==> config.mk <==
export PLATFORM = sky130hd
export DESIGN_NAME = rcc_config_regs
export DESIGN_NICKNAME = d
export VERILOG_FILES = /design/src/hw/rcc_pkg.sv /design/src/hw/rcc_config_regs.sv
export SDC_FILE = /design/constraint.sdc
export NUM_CORES = 1
export LEC_CHECK = 0
export BUFFER_PORTS_ARGS = -buffer_cell sky130_fd_sc_hd__buf_2
export CORE_ASPECT_RATIO = 0.9
export CORE_MARGIN = 1
export CORE_UTILIZATION = 51
export CTS_CLUSTER_SIZE = 25
export DETAILED_ROUTE_END_ITERATION = 10
export PLACE_DENSITY = 0.86
export SKIP_LAST_GASP = 1
export SLEW_MARGIN = 20
export SYNTH_ARGS = -nofsm -noshare
export SYNTH_HDL_FRONTEND = slang
export SYNTH_SLANG_ARGS = --single-unit
==> constraint.sdc <==
create_clock -name clk -period 4.55 [get_ports clk]
set_input_delay 0.455 -clock clk [delete_from_list [all_inputs] [get_ports clk]]
set_output_delay 0.455 -clock clk [all_outputs]
set_load 0.05 [all_outputs]
==> src/hw/rcc_pkg.sv <==
package rcc_pkg;
    localparam int REG_AW = 8;
    localparam int REG_DW = 8;
    // Register offsets
    localparam logic [7:0] OFS_THR_LOW = 8'h12;
    localparam logic [7:0] OFS_SCALING = 8'h13;
    localparam logic [7:0] OFS_INV_RES = 8'h14;
    localparam logic [7:0] OFS_BACK_EMF = 8'h15;
    localparam logic [7:0] OFS_FLT_DAMP = 8'h16;
    localparam logic [7:0] OFS_ERR_CORR = 8'h17;
    localparam logic [7:0] OFS_PI_PROP = 8'h18;
    // Reset values
    localparam logic [7:0] RST_THR_LOW = 8'hff;
    localparam logic [7:0] RST_SCALING = 8'h7f;
    localparam logic [7:0] RST_INV_RES = 8'h00;
    localparam logic [7:0] RST_BACK_EMF = 8'h00;
    localparam logic [7:0] RST_FLT_DAMP = 8'h00;
    localparam logic [7:0] RST_ERR_CORR = 8'h45;
    localparam logic [7:0] RST_PI_PROP = 8'h21;
    // Writable mask of the damping register; low nibble is reserved
    localparam logic [7:0] MASK_FLT_DAMP = 8'hf0;
    localparam logic [7:0] READ_UNMAPPED = 8'h00;
    // Decoded scale factors and window percentages
    localparam logic [13:0] RES_SCALE_0 = 14'h0002;
    localparam logic [13:0] RES_SCALE_1 = 14'h0040;
    localparam logic [13:0] RES_SCALE_2 = 14'h0400;
    localparam logic [13:0] RES_SCALE_3 = 14'h2000;
    localparam logic [17:0] EMF_SCALE_0 = 18'h0_1800;
    localparam logic [17:0] EMF_SCALE_1 = 18'h0_3000;
    localparam logic [17:0] EMF_SCALE_2 = 18'h1_8000;
    localparam logic [17:0] EMF_SCALE_3 = 18'h3_0000;
    localparam logic [6:0] THR_SCALE_0 = 7'h02;
    localparam logic [6:0] THR_SCALE_1 = 7'h08;
    localparam logic [6:0] THR_SCALE_2 = 7'h10;
    localparam logic [6:0] THR_SCALE_3 = 7'h40;
    localparam logic [5:0] WIN_PCT_0 = 6'h14;
    localparam logic [5:0] WIN_PCT_1 = 6'h1e;
    localparam logic [5:0] WIN_PCT_2 = 6'h28;
    localparam logic [5:0] WIN_PCT_3 = 6'h32;
    localparam int THR_W = 10;
    localparam int LIMIT_W = 17;
    // Bit positions inside the damping register and the threshold pair
    localparam int INVQ_LSB = 4;
    localparam int INVQ_W = 4;
    localparam int THR_LOW_W = 8;

    typedef struct packed {
        logic [1:0] resistanceScaleSel;
        logic [1:0] emfConstScaleSel;
        logic [1:0] thresholdScaleSel;
        logic [1:0] thresholdHigh;
    } rcc_scaling_s;

    typedef struct packed {
        logic correctionPulseDisable;
        logic [2:0] mechResponseFilter;
        logic [1:0] extraRippleWindow;
        logic [1:0] missedRippleWindow;
    } rcc_errcorr_s;

    typedef struct packed {
        logic [13:0] resistanceScale;
        logic [17:0] emfConstScale;
        logic [LIMIT_W-1:0] rippleLimit;
        logic [7:0] inverseResistance;
        logic [7:0] emfConstant;
        logic [3:0] bandpassInvQ;
        logic correctionPulseDisable;
        logic [2:0] mechResponseFilter;
        logic [5:0] extraRipplePct;
        logic [5:0] missedRipplePct;
        logic [7:0] piProportional;
    } rcc_cfg_s;
endpackage

==> src/hw/rcc_config_regs.sv <==
`timescale 1ns/10ps
module rcc_config_regs
    import rcc_pkg::*;
#(
    parameter int COUNT_W = LIMIT_W
) (
    // Clock and reset
    input wire logic clk,
    input wire logic rst_n,
    input wire logic clkEn,
    // Register port from the serial control interface
    input wire logic regWrEn,
    input wire logic regRdEn,
    input wire logic [REG_AW-1:0] regAddr,
    input wire logic [REG_DW-1:0] regWrData,
    output logic [REG_DW-1:0] regRdData,
    // Ripple counting datapath
    input wire logic [COUNT_W-1:0] rippleCount,
    input wire logic bridgeOffOnThreshold,
    output rcc_cfg_s cfgOut,
    output logic overThreshold,
    output logic bridgeHiZ
);

    function automatic logic [5:0] winPct(input logic [1:0] code);
        case (code)
            2'b00: winPct = WIN_PCT_0;
            2'b01: winPct = WIN_PCT_1;
            2'b10: winPct = WIN_PCT_2;
            default: winPct = WIN_PCT_3;
        endcase
    endfunction

    logic [7:0] thrLow_ff;
    rcc_scaling_s scaling_ff;
    logic [7:0] invRes_ff;
    logic [7:0] backEmf_ff;
    logic [7:0] fltDamp_ff;
    rcc_errcorr_s errCorr_ff;
    logic [7:0] piProp_ff;
    logic [REG_DW-1:0] regRdData_ff;
    rcc_cfg_s cfg_ff;
    logic overThr_ff;
    logic bridgeHiZ_ff;

    wire logic wrThrLow = regWrEn && (regAddr == OFS_THR_LOW);
    wire logic wrScaling = regWrEn && (regAddr == OFS_SCALING);
    wire logic wrInvRes = regWrEn && (regAddr == OFS_INV_RES);
    wire logic wrBackEmf = regWrEn && (regAddr == OFS_BACK_EMF);
    wire logic wrFltDamp = regWrEn && (regAddr == OFS_FLT_DAMP);
    wire logic wrErrCorr = regWrEn && (regAddr == OFS_ERR_CORR);
    wire logic wrPiProp = regWrEn && (regAddr == OFS_PI_PROP);

    logic [13:0] resScale;
    logic [17:0] emfScale;
    logic [6:0] thrScale;
    logic [THR_W-1:0] rippleThreshold;
    logic [LIMIT_W-1:0] rippleLimit;
    logic [REG_DW-1:0] nxt_regRdData;
    rcc_cfg_s nxt_cfg;

    always_comb begin
        case (scaling_ff.resistanceScaleSel)
            2'b00: resScale = RES_SCALE_0;
            2'b01: resScale = RES_SCALE_1;
            2'b10: resScale = RES_SCALE_2;
            default: resScale = RES_SCALE_3;
        endcase
    end

    always_comb begin
        case (scaling_ff.emfConstScaleSel)
            2'b00: emfScale = EMF_SCALE_0;
            2'b01: emfScale = EMF_SCALE_1;
            2'b10: emfScale = EMF_SCALE_2;
            default: emfScale = EMF_SCALE_3;
        endcase
    end

    always_comb begin
        case (scaling_ff.thresholdScaleSel)
            2'b00: thrScale = THR_SCALE_0;
            2'b01: thrScale = THR_SCALE_1;
            2'b10: thrScale = THR_SCALE_2;
            default: thrScale = THR_SCALE_3;
        endcase
    end

    assign rippleThreshold = {scaling_ff.thresholdHigh, thrLow_ff};
    assign rippleLimit = LIMIT_W'(rippleThreshold) * LIMIT_W'(thrScale);

    always_comb begin
        nxt_cfg.resistanceScale = resScale;
        nxt_cfg.emfConstScale = emfScale;
        nxt_cfg.rippleLimit = rippleLimit;
        nxt_cfg.inverseResistance = invRes_ff;
        nxt_cfg.emfConstant = backEmf_ff;
        nxt_cfg.bandpassInvQ = fltDamp_ff[INVQ_LSB +: INVQ_W];
        nxt_cfg.correctionPulseDisable = errCorr_ff.correctionPulseDisable;
        nxt_cfg.mechResponseFilter = errCorr_ff.mechResponseFilter;
        nxt_cfg.extraRipplePct = winPct(errCorr_ff.extraRippleWindow);
        nxt_cfg.missedRipplePct = winPct(errCorr_ff.missedRippleWindow);
        nxt_cfg.piProportional = piProp_ff;
    end

    always_comb begin
        case (regAddr)
            OFS_THR_LOW: nxt_regRdData = thrLow_ff;
            OFS_SCALING: nxt_regRdData = scaling_ff;
            OFS_INV_RES: nxt_regRdData = invRes_ff;
            OFS_BACK_EMF: nxt_regRdData = backEmf_ff;
            OFS_FLT_DAMP: nxt_regRdData = fltDamp_ff & MASK_FLT_DAMP;
            OFS_ERR_CORR: nxt_regRdData = errCorr_ff;
            OFS_PI_PROP: nxt_regRdData = piProp_ff;
            default: nxt_regRdData = READ_UNMAPPED;
        endcase
    end

    // Comparison uses the live count; both sides widened so neither is truncated
    localparam int CMP_W = (COUNT_W > LIMIT_W) ? COUNT_W : LIMIT_W;
    wire logic [CMP_W-1:0] countWide = CMP_W'(rippleCount);
    wire logic [CMP_W-1:0] limitWide = CMP_W'(rippleLimit);
    wire logic nxt_overThr = countWide > limitWide;

    always_ff @(posedge clk) begin
        if (!rst_n) begin
            thrLow_ff <= RST_THR_LOW;
            scaling_ff <= RST_SCALING;
            invRes_ff <= RST_INV_RES;
            backEmf_ff <= RST_BACK_EMF;
            fltDamp_ff <= RST_FLT_DAMP;
            errCorr_ff <= RST_ERR_CORR;
            piProp_ff <= RST_PI_PROP;
        end else if (clkEn) begin
            if (wrThrLow) thrLow_ff <= regWrData;
            if (wrScaling) scaling_ff <= regWrData;
            // A zero write is stored as is; host must avoid it
            if (wrInvRes) invRes_ff <= regWrData;
            if (wrBackEmf) backEmf_ff <= regWrData;
            if (wrFltDamp) fltDamp_ff <= regWrData & MASK_FLT_DAMP;
            if (wrErrCorr) errCorr_ff <= regWrData;
            if (wrPiProp) piProp_ff <= regWrData;
        end
    end

    always_ff @(posedge clk) begin
        if (!rst_n) begin
            regRdData_ff <= READ_UNMAPPED;
            cfg_ff <= '0;
            overThr_ff <= 1'b0;
            bridgeHiZ_ff <= 1'b0;
        end else if (clkEn) begin
            if (regRdEn) regRdData_ff <= nxt_regRdData;
            cfg_ff <= nxt_cfg;
            overThr_ff <= nxt_overThr;
            bridgeHiZ_ff <= nxt_overThr && bridgeOffOnThreshold;
        end
    end

    assign regRdData = regRdData_ff;
    assign cfgOut = cfg_ff;
    assign overThreshold = overThr_ff;
    assign bridgeHiZ = bridgeHiZ_ff;

    // Views used only by the checks below
    wire rcc_scaling_s wrScalingView = regWrData;
    wire logic addrMapped = (regAddr >= OFS_THR_LOW) && (regAddr <= OFS_PI_PROP);

    chk_reset_scaling: assert property (@(posedge clk) !rst_n |=> scaling_ff == RST_SCALING)
        else $error("scaling register not at reset value");
    chk_reset_errcorr: assert property (@(posedge clk) !rst_n |=> errCorr_ff == RST_ERR_CORR)
        else $error("error correction register not at reset value");
    chk_reset_thr_low: assert property (@(posedge clk) !rst_n |=> thrLow_ff == RST_THR_LOW)
        else $error("threshold low register not at reset value");
    chk_reset_outputs: assert property (@(posedge clk)
        !rst_n |=> !overThreshold && !bridgeHiZ && regRdData == READ_UNMAPPED)
        else $error("outputs not cleared by reset");

    chk_res_scale: assert property (@(posedge clk) disable iff (!rst_n)
        clkEn && scaling_ff.resistanceScaleSel == 2'b10 |=> cfgOut.resistanceScale == RES_SCALE_2)
        else $error("resistance scale decode wrong");
    chk_res_scale_low: assert property (@(posedge clk) disable iff (!rst_n)
        clkEn && scaling_ff.resistanceScaleSel == 2'b00 |=> cfgOut.resistanceScale == RES_SCALE_0)
        else $error("resistance scale decode wrong");
    chk_res_scale_one: assert property (@(posedge clk) disable iff (!rst_n)
        clkEn && scaling_ff.resistanceScaleSel == 2'b01 |=> cfgOut.resistanceScale == RES_SCALE_1)
        else $error("resistance scale decode wrong");
    chk_res_scale_top: assert property (@(posedge clk) disable iff (!rst_n)
        clkEn && scaling_ff.resistanceScaleSel == 2'b11 |=> cfgOut.resistanceScale == RES_SCALE_3)
        else $error("resistance scale decode wrong");

    chk_emf_scale: assert property (@(posedge clk) disable iff (!rst_n)
        clkEn && scaling_ff.emfConstScaleSel == 2'b11 |=> cfgOut.emfConstScale == EMF_SCALE_3)
        else $error("back-emf scale decode wrong");
    chk_emf_scale_low: assert property (@(posedge clk) disable iff (!rst_n)
        clkEn && scaling_ff.emfConstScaleSel == 2'b00 |=> cfgOut.emfConstScale == EMF_SCALE_0)
        else $error("back-emf scale decode wrong");
    chk_emf_scale_one: assert property (@(posedge clk) disable iff (!rst_n)
        clkEn && scaling_ff.emfConstScaleSel == 2'b01 |=> cfgOut.emfConstScale == EMF_SCALE_1)
        else $error("back-emf scale decode wrong");
    chk_emf_scale_two: assert property (@(posedge clk) disable iff (!rst_n)
        clkEn && scaling_ff.emfConstScaleSel == 2'b10 |=> cfgOut.emfConstScale == EMF_SCALE_2)
        else $error("back-emf scale decode wrong");

    chk_thr_scale_two: assert property (@(posedge clk) disable iff (!rst_n)
        clkEn && scaling_ff.thresholdScaleSel == 2'b00
        |=> cfgOut.rippleLimit == LIMIT_W'($past(rippleThreshold)) * LIMIT_W'(THR_SCALE_0))
        else $error("threshold scale decode wrong");
    chk_thr_scale_eight: assert property (@(posedge clk) disable iff (!rst_n)
        clkEn && scaling_ff.thresholdScaleSel == 2'b01
        |=> cfgOut.rippleLimit == LIMIT_W'($past(rippleThreshold)) * LIMIT_W'(THR_SCALE_1))
        else $error("threshold scale decode wrong");
    chk_thr_scale_sixteen: assert property (@(posedge clk) disable iff (!rst_n)
        clkEn && scaling_ff.thresholdScaleSel == 2'b10
        |=> cfgOut.rippleLimit == LIMIT_W'($past(rippleThreshold)) * LIMIT_W'(THR_SCALE_2))
        else $error("threshold scale decode wrong");
    chk_thr_scale_top: assert property (@(posedge clk) disable iff (!rst_n)
        clkEn && scaling_ff.thresholdScaleSel == 2'b11
        |=> cfgOut.rippleLimit == LIMIT_W'($past(rippleThreshold)) * LIMIT_W'(THR_SCALE_3))
        else $error("threshold scale decode wrong");
    chk_thr_limit: assert property (@(posedge clk) disable iff (!rst_n)
        clkEn |=> cfgOut.rippleLimit ==
            LIMIT_W'($past(rippleThreshold)) * LIMIT_W'($past(thrScale)))
        else $error("ripple limit mismatch");
    chk_thr_high: assert property (@(posedge clk) disable iff (!rst_n)
        clkEn && wrScaling
        |=> rippleThreshold[THR_W-1:THR_LOW_W] == $past(wrScalingView.thresholdHigh))
        else $error("threshold upper bits not loaded");
    chk_thr_low_load: assert property (@(posedge clk) disable iff (!rst_n)
        clkEn && wrThrLow |=> rippleThreshold[THR_LOW_W-1:0] == $past(regWrData))
        else $error("threshold low bits not loaded");

    chk_inv_res_out: assert property (@(posedge clk) disable iff (!rst_n)
        clkEn |=> cfgOut.inverseResistance == $past(invRes_ff))
        else $error("inverse resistance not passed on");
    chk_emf_const_out: assert property (@(posedge clk) disable iff (!rst_n)
        clkEn |=> cfgOut.emfConstant == $past(backEmf_ff))
        else $error("back-emf parameter not passed on");
    chk_inv_q_out: assert property (@(posedge clk) disable iff (!rst_n)
        clkEn |=> cfgOut.bandpassInvQ == $past(fltDamp_ff[INVQ_LSB +: INVQ_W]))
        else $error("bandpass inverse-q not passed on");
    chk_damp_mask: assert property (@(posedge clk) disable iff (!rst_n)
        clkEn && wrFltDamp |=> fltDamp_ff == ($past(regWrData) & MASK_FLT_DAMP))
        else $error("damping register stored reserved bits");
    chk_pulse_dis_out: assert property (@(posedge clk) disable iff (!rst_n)
        clkEn |=> cfgOut.correctionPulseDisable == $past(errCorr_ff.correctionPulseDisable))
        else $error("correction pulse disable not passed on");
    chk_mech_filt_out: assert property (@(posedge clk) disable iff (!rst_n)
        clkEn |=> cfgOut.mechResponseFilter == $past(errCorr_ff.mechResponseFilter))
        else $error("mechanical response filter not passed on");

    chk_extra_win_low: assert property (@(posedge clk) disable iff (!rst_n)
        clkEn && errCorr_ff.extraRippleWindow == 2'b00 |=> cfgOut.extraRipplePct == WIN_PCT_0)
        else $error("extra ripple window decode wrong");
    chk_extra_win_top: assert property (@(posedge clk) disable iff (!rst_n)
        clkEn && errCorr_ff.extraRippleWindow == 2'b11 |=> cfgOut.extraRipplePct == WIN_PCT_3)
        else $error("extra ripple window decode wrong");
    chk_missed_win_low: assert property (@(posedge clk) disable iff (!rst_n)
        clkEn && errCorr_ff.missedRippleWindow == 2'b00 |=> cfgOut.missedRipplePct == WIN_PCT_0)
        else $error("missed ripple window decode wrong");
    chk_missed_win_top: assert property (@(posedge clk) disable iff (!rst_n)
        clkEn && errCorr_ff.missedRippleWindow == 2'b11 |=> cfgOut.missedRipplePct == WIN_PCT_3)
        else $error("missed ripple window decode wrong");

    chk_over_set: assert property (@(posedge clk) disable iff (!rst_n)
        clkEn && rippleCount > rippleLimit |=> overThreshold)
        else $error("over threshold not raised");
    chk_over_clear: assert property (@(posedge clk) disable iff (!rst_n)
        clkEn && rippleCount <= rippleLimit |=> !overThreshold)
        else $error("over threshold raised below limit");
    chk_bridge_hiz: assert property (@(posedge clk) disable iff (!rst_n)
        clkEn && !bridgeOffOnThreshold |=> !bridgeHiZ)
        else $error("bridge off while disabled");
    chk_over_thr: assert property (@(posedge clk) disable iff (!rst_n)
        clkEn && rippleCount > rippleLimit && bridgeOffOnThreshold |=> bridgeHiZ && overThreshold)
        else $error("bridge not off past threshold");
    chk_bridge_below: assert property (@(posedge clk) disable iff (!rst_n)
        clkEn && rippleCount <= rippleLimit |=> !bridgeHiZ)
        else $error("bridge off below threshold");

    chk_reserved_zero: assert property (@(posedge clk) disable iff (!rst_n)
        clkEn && regRdEn && regAddr == OFS_FLT_DAMP |=> (regRdData & ~MASK_FLT_DAMP) == '0)
        else $error("reserved bits read nonzero");
    chk_hold_value: assert property (@(posedge clk) disable iff (!rst_n)
        !regWrEn |=> $stable(invRes_ff) && $stable(backEmf_ff))
        else $error("register changed without write");
    chk_freeze_cfg: assert property (@(posedge clk) disable iff (!rst_n)
        !clkEn |=> $stable(cfgOut) && $stable(regRdData) && $stable(overThreshold))
        else $error("outputs moved while clock enable low");
    chk_freeze_regs: assert property (@(posedge clk) disable iff (!rst_n)
        !clkEn |=> $stable(scaling_ff) && $stable(errCorr_ff) && $stable(thrLow_ff))
        else $error("registers moved while clock enable low");
    chk_unmapped_read: assert property (@(posedge clk) disable iff (!rst_n)
        clkEn && regRdEn && !addrMapped |=> regRdData == READ_UNMAPPED)
        else $error("unmapped read returned data");
    chk_write_lands: assert property (@(posedge clk) disable iff (!rst_n)
        clkEn && wrPiProp |=> piProp_ff == $past(regWrData))
        else $error("write did not land");
endmodule

# After elaboration in Yosys (flattened, before gate mapping)
# Cells that the tools add are included.
# word_totals
register_bits,155
input_bits,39
out_inout_bits,103
# op_classes
n_mul,1
n_lt_le_gt_ge,1
n_eq_ne,17
n_mux,6
n_reduce_logical,21
# ops
operator,n
$eq 8x5->1 const B,7
$pmux 8 s7,1
$pmux 18 s3,1
$pmux 14 s3,1
$pmux 6 s3,2
$pmux 7 s3,1
$gt 17x17->1,1
$mul 10x7->17,1
$reduce_and 2->1,8
$eq 2x1->1 const B,5
$eq 2x2->1 const B,5
$logic_not 2->1,5
$logic_and 1x1->1,8

# Logic depth before layout (Yosys ltp)
# Gate-level depths: netlist (run 1).
# depth
word_depth,5
mapped_depth,23

# Worst setup path before layout (run 1)
# Ideal clock, no wire load.
# synth_timing
kind,register to register
startpoint,reg scaling_ff[3] (netlist name)
endpoint,reg bridgeHiZ_ff (netlist: bridgeHiZ)
arrival_ps,4738
t_required_ps,4433
slack_ps,-306
stages_incl_launch_ff,18
n_path_buf,0
path_cell_list,dfxtp_1 nor2b_1 and2_1 ha_1 fa_1 fa_1 ha_1 ha_1 nor2b_1 o2111ai_1 nand2_1 a31o_2 xnor2_1 ha_1 nand4_1 nor4_1 a21oi_1 a32o_1
# synth_between
elab_chain_cells,5
# synth_rtl
element,line,text
from (decl),rcc_config_regs.sv:35,rcc_scaling_s scaling_ff;
from (signal assigned),rcc_config_regs.sv:136,if (wrScaling) scaling_ff <= regWrData;
$eq 2x2->1 (tied with other cells),rcc_config_regs.sv:81,case (scaling_ff.thresholdScaleSel)
$pmux 7 s3 (*),rcc_config_regs.sv:81,
$mul 10x7->17 (*),rcc_config_regs.sv:90,assign rippleLimit = LIMIT_W'(rippleThreshold) * LIMIT_W'(thrScale);
$gt 17x17->1 (*),rcc_config_regs.sv:123,wire logic nxt_overThr = countWide > limitWide;
$logic_and 1x1->1 (*),rcc_config_regs.sv:156,bridgeHiZ_ff <= nxt_overThr && bridgeOffOnThreshold;
to (signal assigned),rcc_config_regs.sv:156,
to (decl),rcc_config_regs.sv:44,logic bridgeHiZ_ff;
# Every way passes the cells marked *; elsewhere a longest branch is shown, timed or not.
# A chain may end at the register's enable or synchronous reset.

# Worst setup path in the final report (run 1)
# layout_timing
startpoint,reg scaling_ff[3] (netlist name)
endpoint,reg overThr_ff (netlist: overThreshold)
# layout_between
elab_chain_cells,4
# layout_rtl
element,line,text
$eq 2x2->1 (tied with other cells),rcc_config_regs.sv:81,
$pmux 7 s3 (*),rcc_config_regs.sv:81,
$mul 10x7->17 (*),rcc_config_regs.sv:90,
$gt 17x17->1 (*),rcc_config_regs.sv:123,
to (signal assigned),rcc_config_regs.sv:155,overThr_ff <= nxt_overThr;
to (decl),rcc_config_regs.sv:43,logic overThr_ff;
# Marked as above.

==> results_dict.tcl, run 1 <==
set metrics [dict create \
    cts-root-buf "clkbuf_16" \
    grt_pass1_wl_mm 31.0 \
    grt_pass1_vias 6168 \
    rows 41 \
    drv_cap 0 \
    finalCriticalPeriod_ps 4840 \
    clk_path_buf_depth 2 \
    gp_congestion 0.902 \
    crit_fanout 8 \
    portBuffers 116 \
    post-place-ws_ps -297 \
    cellPowerDensity_mw_per_mm2 304 \
    ir_drop_mv 0.267 \
    vias_per_cell 5.55 \
    synthCells 808 \
    rsz0062_at_grt "true" \
    drt_iter0_drc 489 \
    diodes 0 \
    post-route-util_pct 65.2 \
    cp-end-kind "flip-flop" \
    finClkSkew_ps 7.64 \
    worst_pin_slew_ps 854 \
    status "finished, violations left" \
    dieArea_mm2 0.0150 \
    cp-start-kind "flip-flop" \
    critPathTopFamily "adder cells" \
    hold_class "primary input to flip-flop" \
    die_y_um 116 \
    final_antenna_net_count 0 \
    grt-ovfl-total 0 \
    hold_viol_final 0 \
    violations "negative setup slack" \
    grt_usage_pct 26.9 \
    coreArea_mm2 0.0141 \
    h-tree-depth 4 \
    p_leak_nw 4.36 \
    crit_chain "nor2b_4 > and2_4 > ha_4 > inv_2 > fa_1 > inv_2 > fa_2 > ha_4 > inv_2 > fa_2 > nor2b_4 > o2111ai_4 > nand2_2 > a31oi_4 > xor2_1 > ha_1 > nand4_1 > nor2_1 > a221oi_1 > o211ai_1 > a22o_1" \
    vias 6397 \
    initial_core_util_pct 52.4 \
    slowest_delay_ps 570 \
    clkTransAtPathRegs_ps 60 \
    cp_common_cell "inv_2" \
    slew-limit-headroom_pct 42.7 \
    synth_warnings 0 \
    yosysUniqueCellTypes 60 \
    final_nets 1071 \
    finalCritPeriodShare_pct 106 \
    grt_max_degree 58 \
    ios 142 \
    synth_edf_count 0 \
    hpwl_mm 14.0 \
    max_freq_ghz 0.207 \
    crit_buf_inv 3 \
    cp.required_ps 4860 \
    avgSynthCellArea_um2 9.15 \
    crit_type "flip-flop to flip-flop" \
    crit_slowest_cell "fa_1" \
    cts_buffers 17 \
    synth_area_mm2 0.00739 \
    setup_violations 2 \
    clock_latency_ps 420 \
    synth_ff_type "dfxtp_1" \
    arrival_ps 5150 \
    synthArstFlopShare_pct 0 \
    report.final.slew_viol_count 0 \
    synth-seq-cells 130 \
    wire_per_inst_um 17.3 \
    fin_ws_ps -288 \
    drive_gt1_share_pct 25.7 \
    seq_area_frac_synth_pct 35.2 \
    numClockSinks 130 \
    drc 0 \
    die_w_um 129 \
    syn_to_final_growth_pct 24.5 \
    dr.pass1.iters 5 \
    cts_tree "yes" \
    antenna_found_initial 0 \
    drt-total-wl_mm 19.9 \
]
layout make-up:
type | count | area [um^2]
Clock buffer | 22 | 464
Inverter | 32 | 120
Multi-Input combinational cell | 603 | 4710
Sequential cell | 130 | 2610
Tap cell | 193 | 241
Clock inverter | 10 | 124
Fill cell | 1069 | 4910
Timing Repair Buffer | 162 | 932
metrics by stage:
step	setup TNS [ps]	power (mW)	instance area, um^2	cells	hold slack [ps]
floorplan	0	1.41	7620	832	444
global placement	-394	1.46	8400	1116	449
detailed placement	-593	1.46	8400	1116	454
CTS	-439	2.80	9100	1151	281
global route	-892	2.88	9200	1152	303
finish	-563	2.80	9200	1152	293
synthesized netlist by cell type (6+ instances only):
library cell | n | area share [%]
a22oi_1 | 8 | 0.81
fa_1 | 15 | 4.1
nand3_1 | 21 | 1.4
a21oi_1 | 45 | 3.0
nand2_1 | 70 | 3.6
clkbuf_1 | 29 | 1.5
and2_1 | 33 | 2.8
nor2_1 | 97 | 4.9
nor3_1 | 6 | 0.41
and3_1 | 12 | 1.0
buf_4 | 26 | 2.6
a221oi_1 | 7 | 0.83
nor2b_1 | 8 | 0.68
ha_1 | 71 | 12
dfxtp_1 | 130 | 35
mux2i_1 | 90 | 12
inv_1 | 31 | 1.6
a211oi_1 | 7 | 0.71
o21ai_0 | 17 | 1.2
buf_2 | 6 | 0.41
cell families after synthesis:
logic type / count (synthesis) / share of synthesized area [%]
XOR/XNOR: 7 / 0.830
buffers and inverters: 99 / 6.55
multiplexers: 94 / 13.1
AO/OA/AOI/OAI: 117 / 10.1
adder cells (fa/ha/maj): 86 / 16.1
other: 1 / 0.0507
flip-flops: 130 / 35.2
AND/OR/NAND/NOR: 274 / 18.0
final timing paths:
kind              slack, ps            end  depth (start not counted)                 start
setup / recovery       -290  overThreshold                         21         scaling_ff[3]
hold / removal          290      bridgeHiZ                          2  bridgeOffOnThreshold
setup reg to reg       -290  overThreshold                         21         scaling_ff[3]
hold reg to reg         460     cfgOut[73]                          2            cfgOut[73]
what timing repair did:
item | 4_1_cts | 5_1_grt
endpoints found under the setup margin | 2 | 2
pin swaps | 19 | 10
buffers inserted | 4 | 1
hold buffers | 0 | 0
resized for setup | 16 | 14
sequential cells by signal, indices dropped and copies added (netlist names):
name	cells
thrLow_ff	8
invRes_ff	8
backEmf_ff	8
scaling_ff	6
fltDamp_ff	4
bridgeHiZ	1
piProp_ff	8
regRdData	8
overThreshold	1
rippleThreshold	2
cfgOut	68
errCorr_ff	8
metal layers:
metal,up-vias,part of all wire (%),GRT usage (%)
li1,3019,-,-
met1,3000,42,33.3
met2,325,47,46.0
met3,53,7.7,5.22
met4,0,2.9,11.7
met5,-,0,0
cell usage in the layout, fill, tap and decap left out, types with 6 or more instances in the layout:
cell,n
nand3_1,21
dfxtp_1,128
fa_1,13
conb_1,25
a221oi_1,7
ha_4,14
ha_1,56
nand2_1,68
inv_1,26
buf_4,46
mux2i_1,90
a22oi_1,8
nor3_1,6
clkbuf_16,17
o21ai_0,17
a21oi_1,42
and3_1,11
nor2_1,96
buf_2,115
a211oi_1,6
and2_1,32
power by group:
part | internal, mW | switching [mW] | leakage, nW
logic | 0.0672 | 0.207 | 3.02
registers | 1.16 | 0.00917 | 1.06
clock network | 0.841 | 0.518 | 0.282
total | 2.06 | 0.734 | 4.36
Note: power is estimated with default switching activity, not from simulation.
==> inputs of run 2 (changes only) <==
--- a/config.mk
+++ b/config.mk
@@ -5,6 +5,7 @@
 export SDC_FILE = /design/constraint.sdc
 export NUM_CORES = 1
 export LEC_CHECK = 0
+export ABC_AREA = 1
 export BUFFER_PORTS_ARGS = -buffer_cell sky130_fd_sc_hd__buf_2
 export CORE_ASPECT_RATIO = 0.9
 export CORE_MARGIN = 1
==> run 2 against run 1 <==
Net effect:
- final cell count increased by 13%
- critical path type unchanged
- combinational power increased by 37%
- non-clock buffer count decreased by 25
- the flow now finishes without violations
- final area decreased by 2.3%
- largest cell class unchanged
- die area increased by 0.47%
==> results_dict.tcl, run 2 <==
set metrics [dict create \
    status "finished clean" \
    diodes 0 \
    worstReg2RegStart "scaling_ff[2]" \
    final_cell_area_mm2 0.00899 \
    grt_pass1_wl_mm 30.1 \
    gp_congestion 0.933 \
    hpwl_mm 13.7 \
    arrival_ps 4620 \
    drive_gt1_share_pct 22.4 \
    synth_area_mm2 0.00742 \
    crit_chain "inv_4 > nor2_4 > inv_4 > nor2_1 > ha_1 > fa_1 > fa_1 > ha_1 > ha_4 > nand2_1 > nand2_1 > buf_4 > a21oi_1 > nand3_1 > and2_1 > ha_1 > nand2_1 > nor2_2 > nand2_1 > inv_2 > a31oi_2 > nand3_1 > a21oi_1" \
    h-tree-depth 4 \
    critPathTopFamily "adder cells" \
    max_freq_ghz 0.231 \
    ios 142 \
    yosys-top-cells-area "dfxtp_1 (35%), ha_1 (12%), a21oi_1 (7.3%)" \
    hold_class "primary input to flip-flop" \
    cts_tree "yes" \
    regToRegSetupSlack_ps 210 \
    numClockSinks 130 \
    yosysTopAreaCell "dfxtp_1" \
    drt_iter0_drc 534 \
    cts_hold_buf 0 \
    synthCells 979 \
    crit_slowest_cell "fa_1" \
    slowest_delay_ps 490 \
    synth_warnings 0 \
    place_area_mm2 0.00808 \
    clock_latency_ps 430 \
    synth-seq-cells 130 \
    drc 0 \
    rr_worst_depth 23 \
    grt-ovfl-total 0 \
    slew-limit-headroom_pct 32.0 \
    largest_reg_flops 68 \
    coreArea_mm2 0.0141 \
    grt_usage_pct 26.1 \
    ys_top_cells_by_count "nand2_1 (132), dfxtp_1 (130), inv_1 (121)" \
    setup_violations 0 \
    worst_pin_slew_ps 1010 \
    post-route-util_pct 63.7 \
    synth_ff_type "dfxtp_1" \
    cellPowerDensity_mw_per_mm2 326 \
    crit_type "flip-flop to flip-flop" \
    final_nets 1219 \
    initial_core_util_pct 52.6 \
    wire_per_inst_um 15.0 \
    cp-start-kind "flip-flop" \
    crit_fanout 8 \
    clk_path_buf_depth 2 \
    yosysUniqueCellTypes 35 \
    drv_cap 0 \
    clkTransAtPathRegs_ps 60 \
    portBuffers 116 \
    crit_buf_inv 4 \
    finalCritPeriodShare_pct 95.3 \
    r2r-end "bridgeHiZ" \
    dr.pass1.iters 5 \
    cp-end-kind "flip-flop" \
    seq_area_frac_synth_pct 35.1 \
    grt_max_degree 58 \
    hold_viol_final 0 \
    startpoint "scaling_ff[2]" \
    endpoint "bridgeHiZ" \
    yosysTopAreaCellShare_pct 35.1 \
    synthArstFlopShare_pct 0 \
    worstHoldStart "bridgeOffOnThreshold" \
    die_w_um 129 \
    cp.required_ps 4830 \
    avgSynthCellArea_um2 7.58 \
    drt-total-wl_mm 19.5 \
    num-fill-cells 1177 \
    cts_buffers 17 \
    path_depth 23 \
    vias 6849 \
    final_antenna_net_count 0 \
    ir_drop_mv 0.369 \
    mostFrequentLayoutCells "nand2_1 (129), dfxtp_1 (128), buf_2 (116)" \
    finalCriticalPeriod_ps 4340 \
    die_y_um 116 \
    antenna_found_initial 0 \
    synth.most_common_cell "nand2_1" \
    report.final.slew_viol_count 0 \
    post-place-ws_ps -149 \
    final_common_cell "nand2_1" \
    fin_ws_ps 212 \
    p_leak_nw 4.57 \
    dieArea_mm2 0.0150 \
    cts-root-buf "clkbuf_16" \
    syn_to_final_growth_pct 21.0 \
    grt_pass1_vias 6107 \
    rows 41 \
    synth_edf_count 0 \
    finClkSkew_ps 8.85 \
    cp_common_cell "nand2_1" \
    vias_per_cell 5.27 \
]
-- run 2: worst min-delay path by stage --
stage / to / slack (ps) / cells after the start
2_1_floorplan: thrLow_ff[2] / 430 / 2
3_3_place_gp: thrLow_ff[4] / 440 / 2
3_5_place_dp: thrLow_ff[7] / 450 / 2
4_1_cts: bridgeHiZ / 290 / 3
5_1_grt: bridgeHiZ / 300 / 3
6_report: bridgeHiZ / 300 / 3
-- run 2: kinds of logic (layout without fill, tap and decap cells) --
| group | count (synthesis) | in the layout | synth area share [%] |
|---|---|---|---|
| fa+ha+maj | 86 | 86 | 16.0 |
| other cells | 1 | 25 | 0.0505 |
| xor+xnor | 5 | 5 | 0.590 |
| compound gates | 227 | 227 | 16.3 |
| simple gates | 339 | 339 | 20.5 |
| buf+inv | 191 | 295 | 11.5 |
| flops | 130 | 130 | 35.1 |
-- run 2: tightest hold or removal path: stages --
cell and delay [ps]:
buf_2 100, nand3_1 70, a21oi_1 50
-- run 2: timing repair --
item | CTS | global route
pin swaps | 3 | 22
resized for setup | 10 | 53
buffers inserted | 1 | 3
setup endpoints to repair | 2 | 2
-- run 2: power by group --
group	internal (mW)	switching, mW
registers	1.17	0.0169
logic	0.0800	0.295
clock network	0.835	0.527
-- run 2: per-stage QoR --
step,hold slack (ps),TNS [ps],power (mW),cells
4_1_cts,287,0,2.93,1297
3_5_place_dp,452,-271,1.58,1264
5_1_grt,303,-1.64,3.02,1300
2_1_floorplan,429,0,1.51,1003
6_report,297,0,2.93,1300
3_3_place_gp,440,-100,1.57,1264
-- run 2: per-layer routing --
metal | track usage, % | wire length, um | vias up
met5 | 0 | 0 | -
met4 | 7.84 | 317 | 0
met3 | 7.01 | 1700 | 29
met2 | 40.0 | 8640 | 300
met1 | 35.9 | 8880 | 3139
li1 | - | - | 3381
-- run 2: cell type report --
class,count,area [um^2],share of cell area [%]
clock buffer,20,457,5.08
clock inverter,12,131,1.46
inverter,126,478,5.32
multi-input combinational,682,4330,48.2
sequential,130,2610,29.0
tap,193,241,2.69
timing repair buffer,137,738,8.21
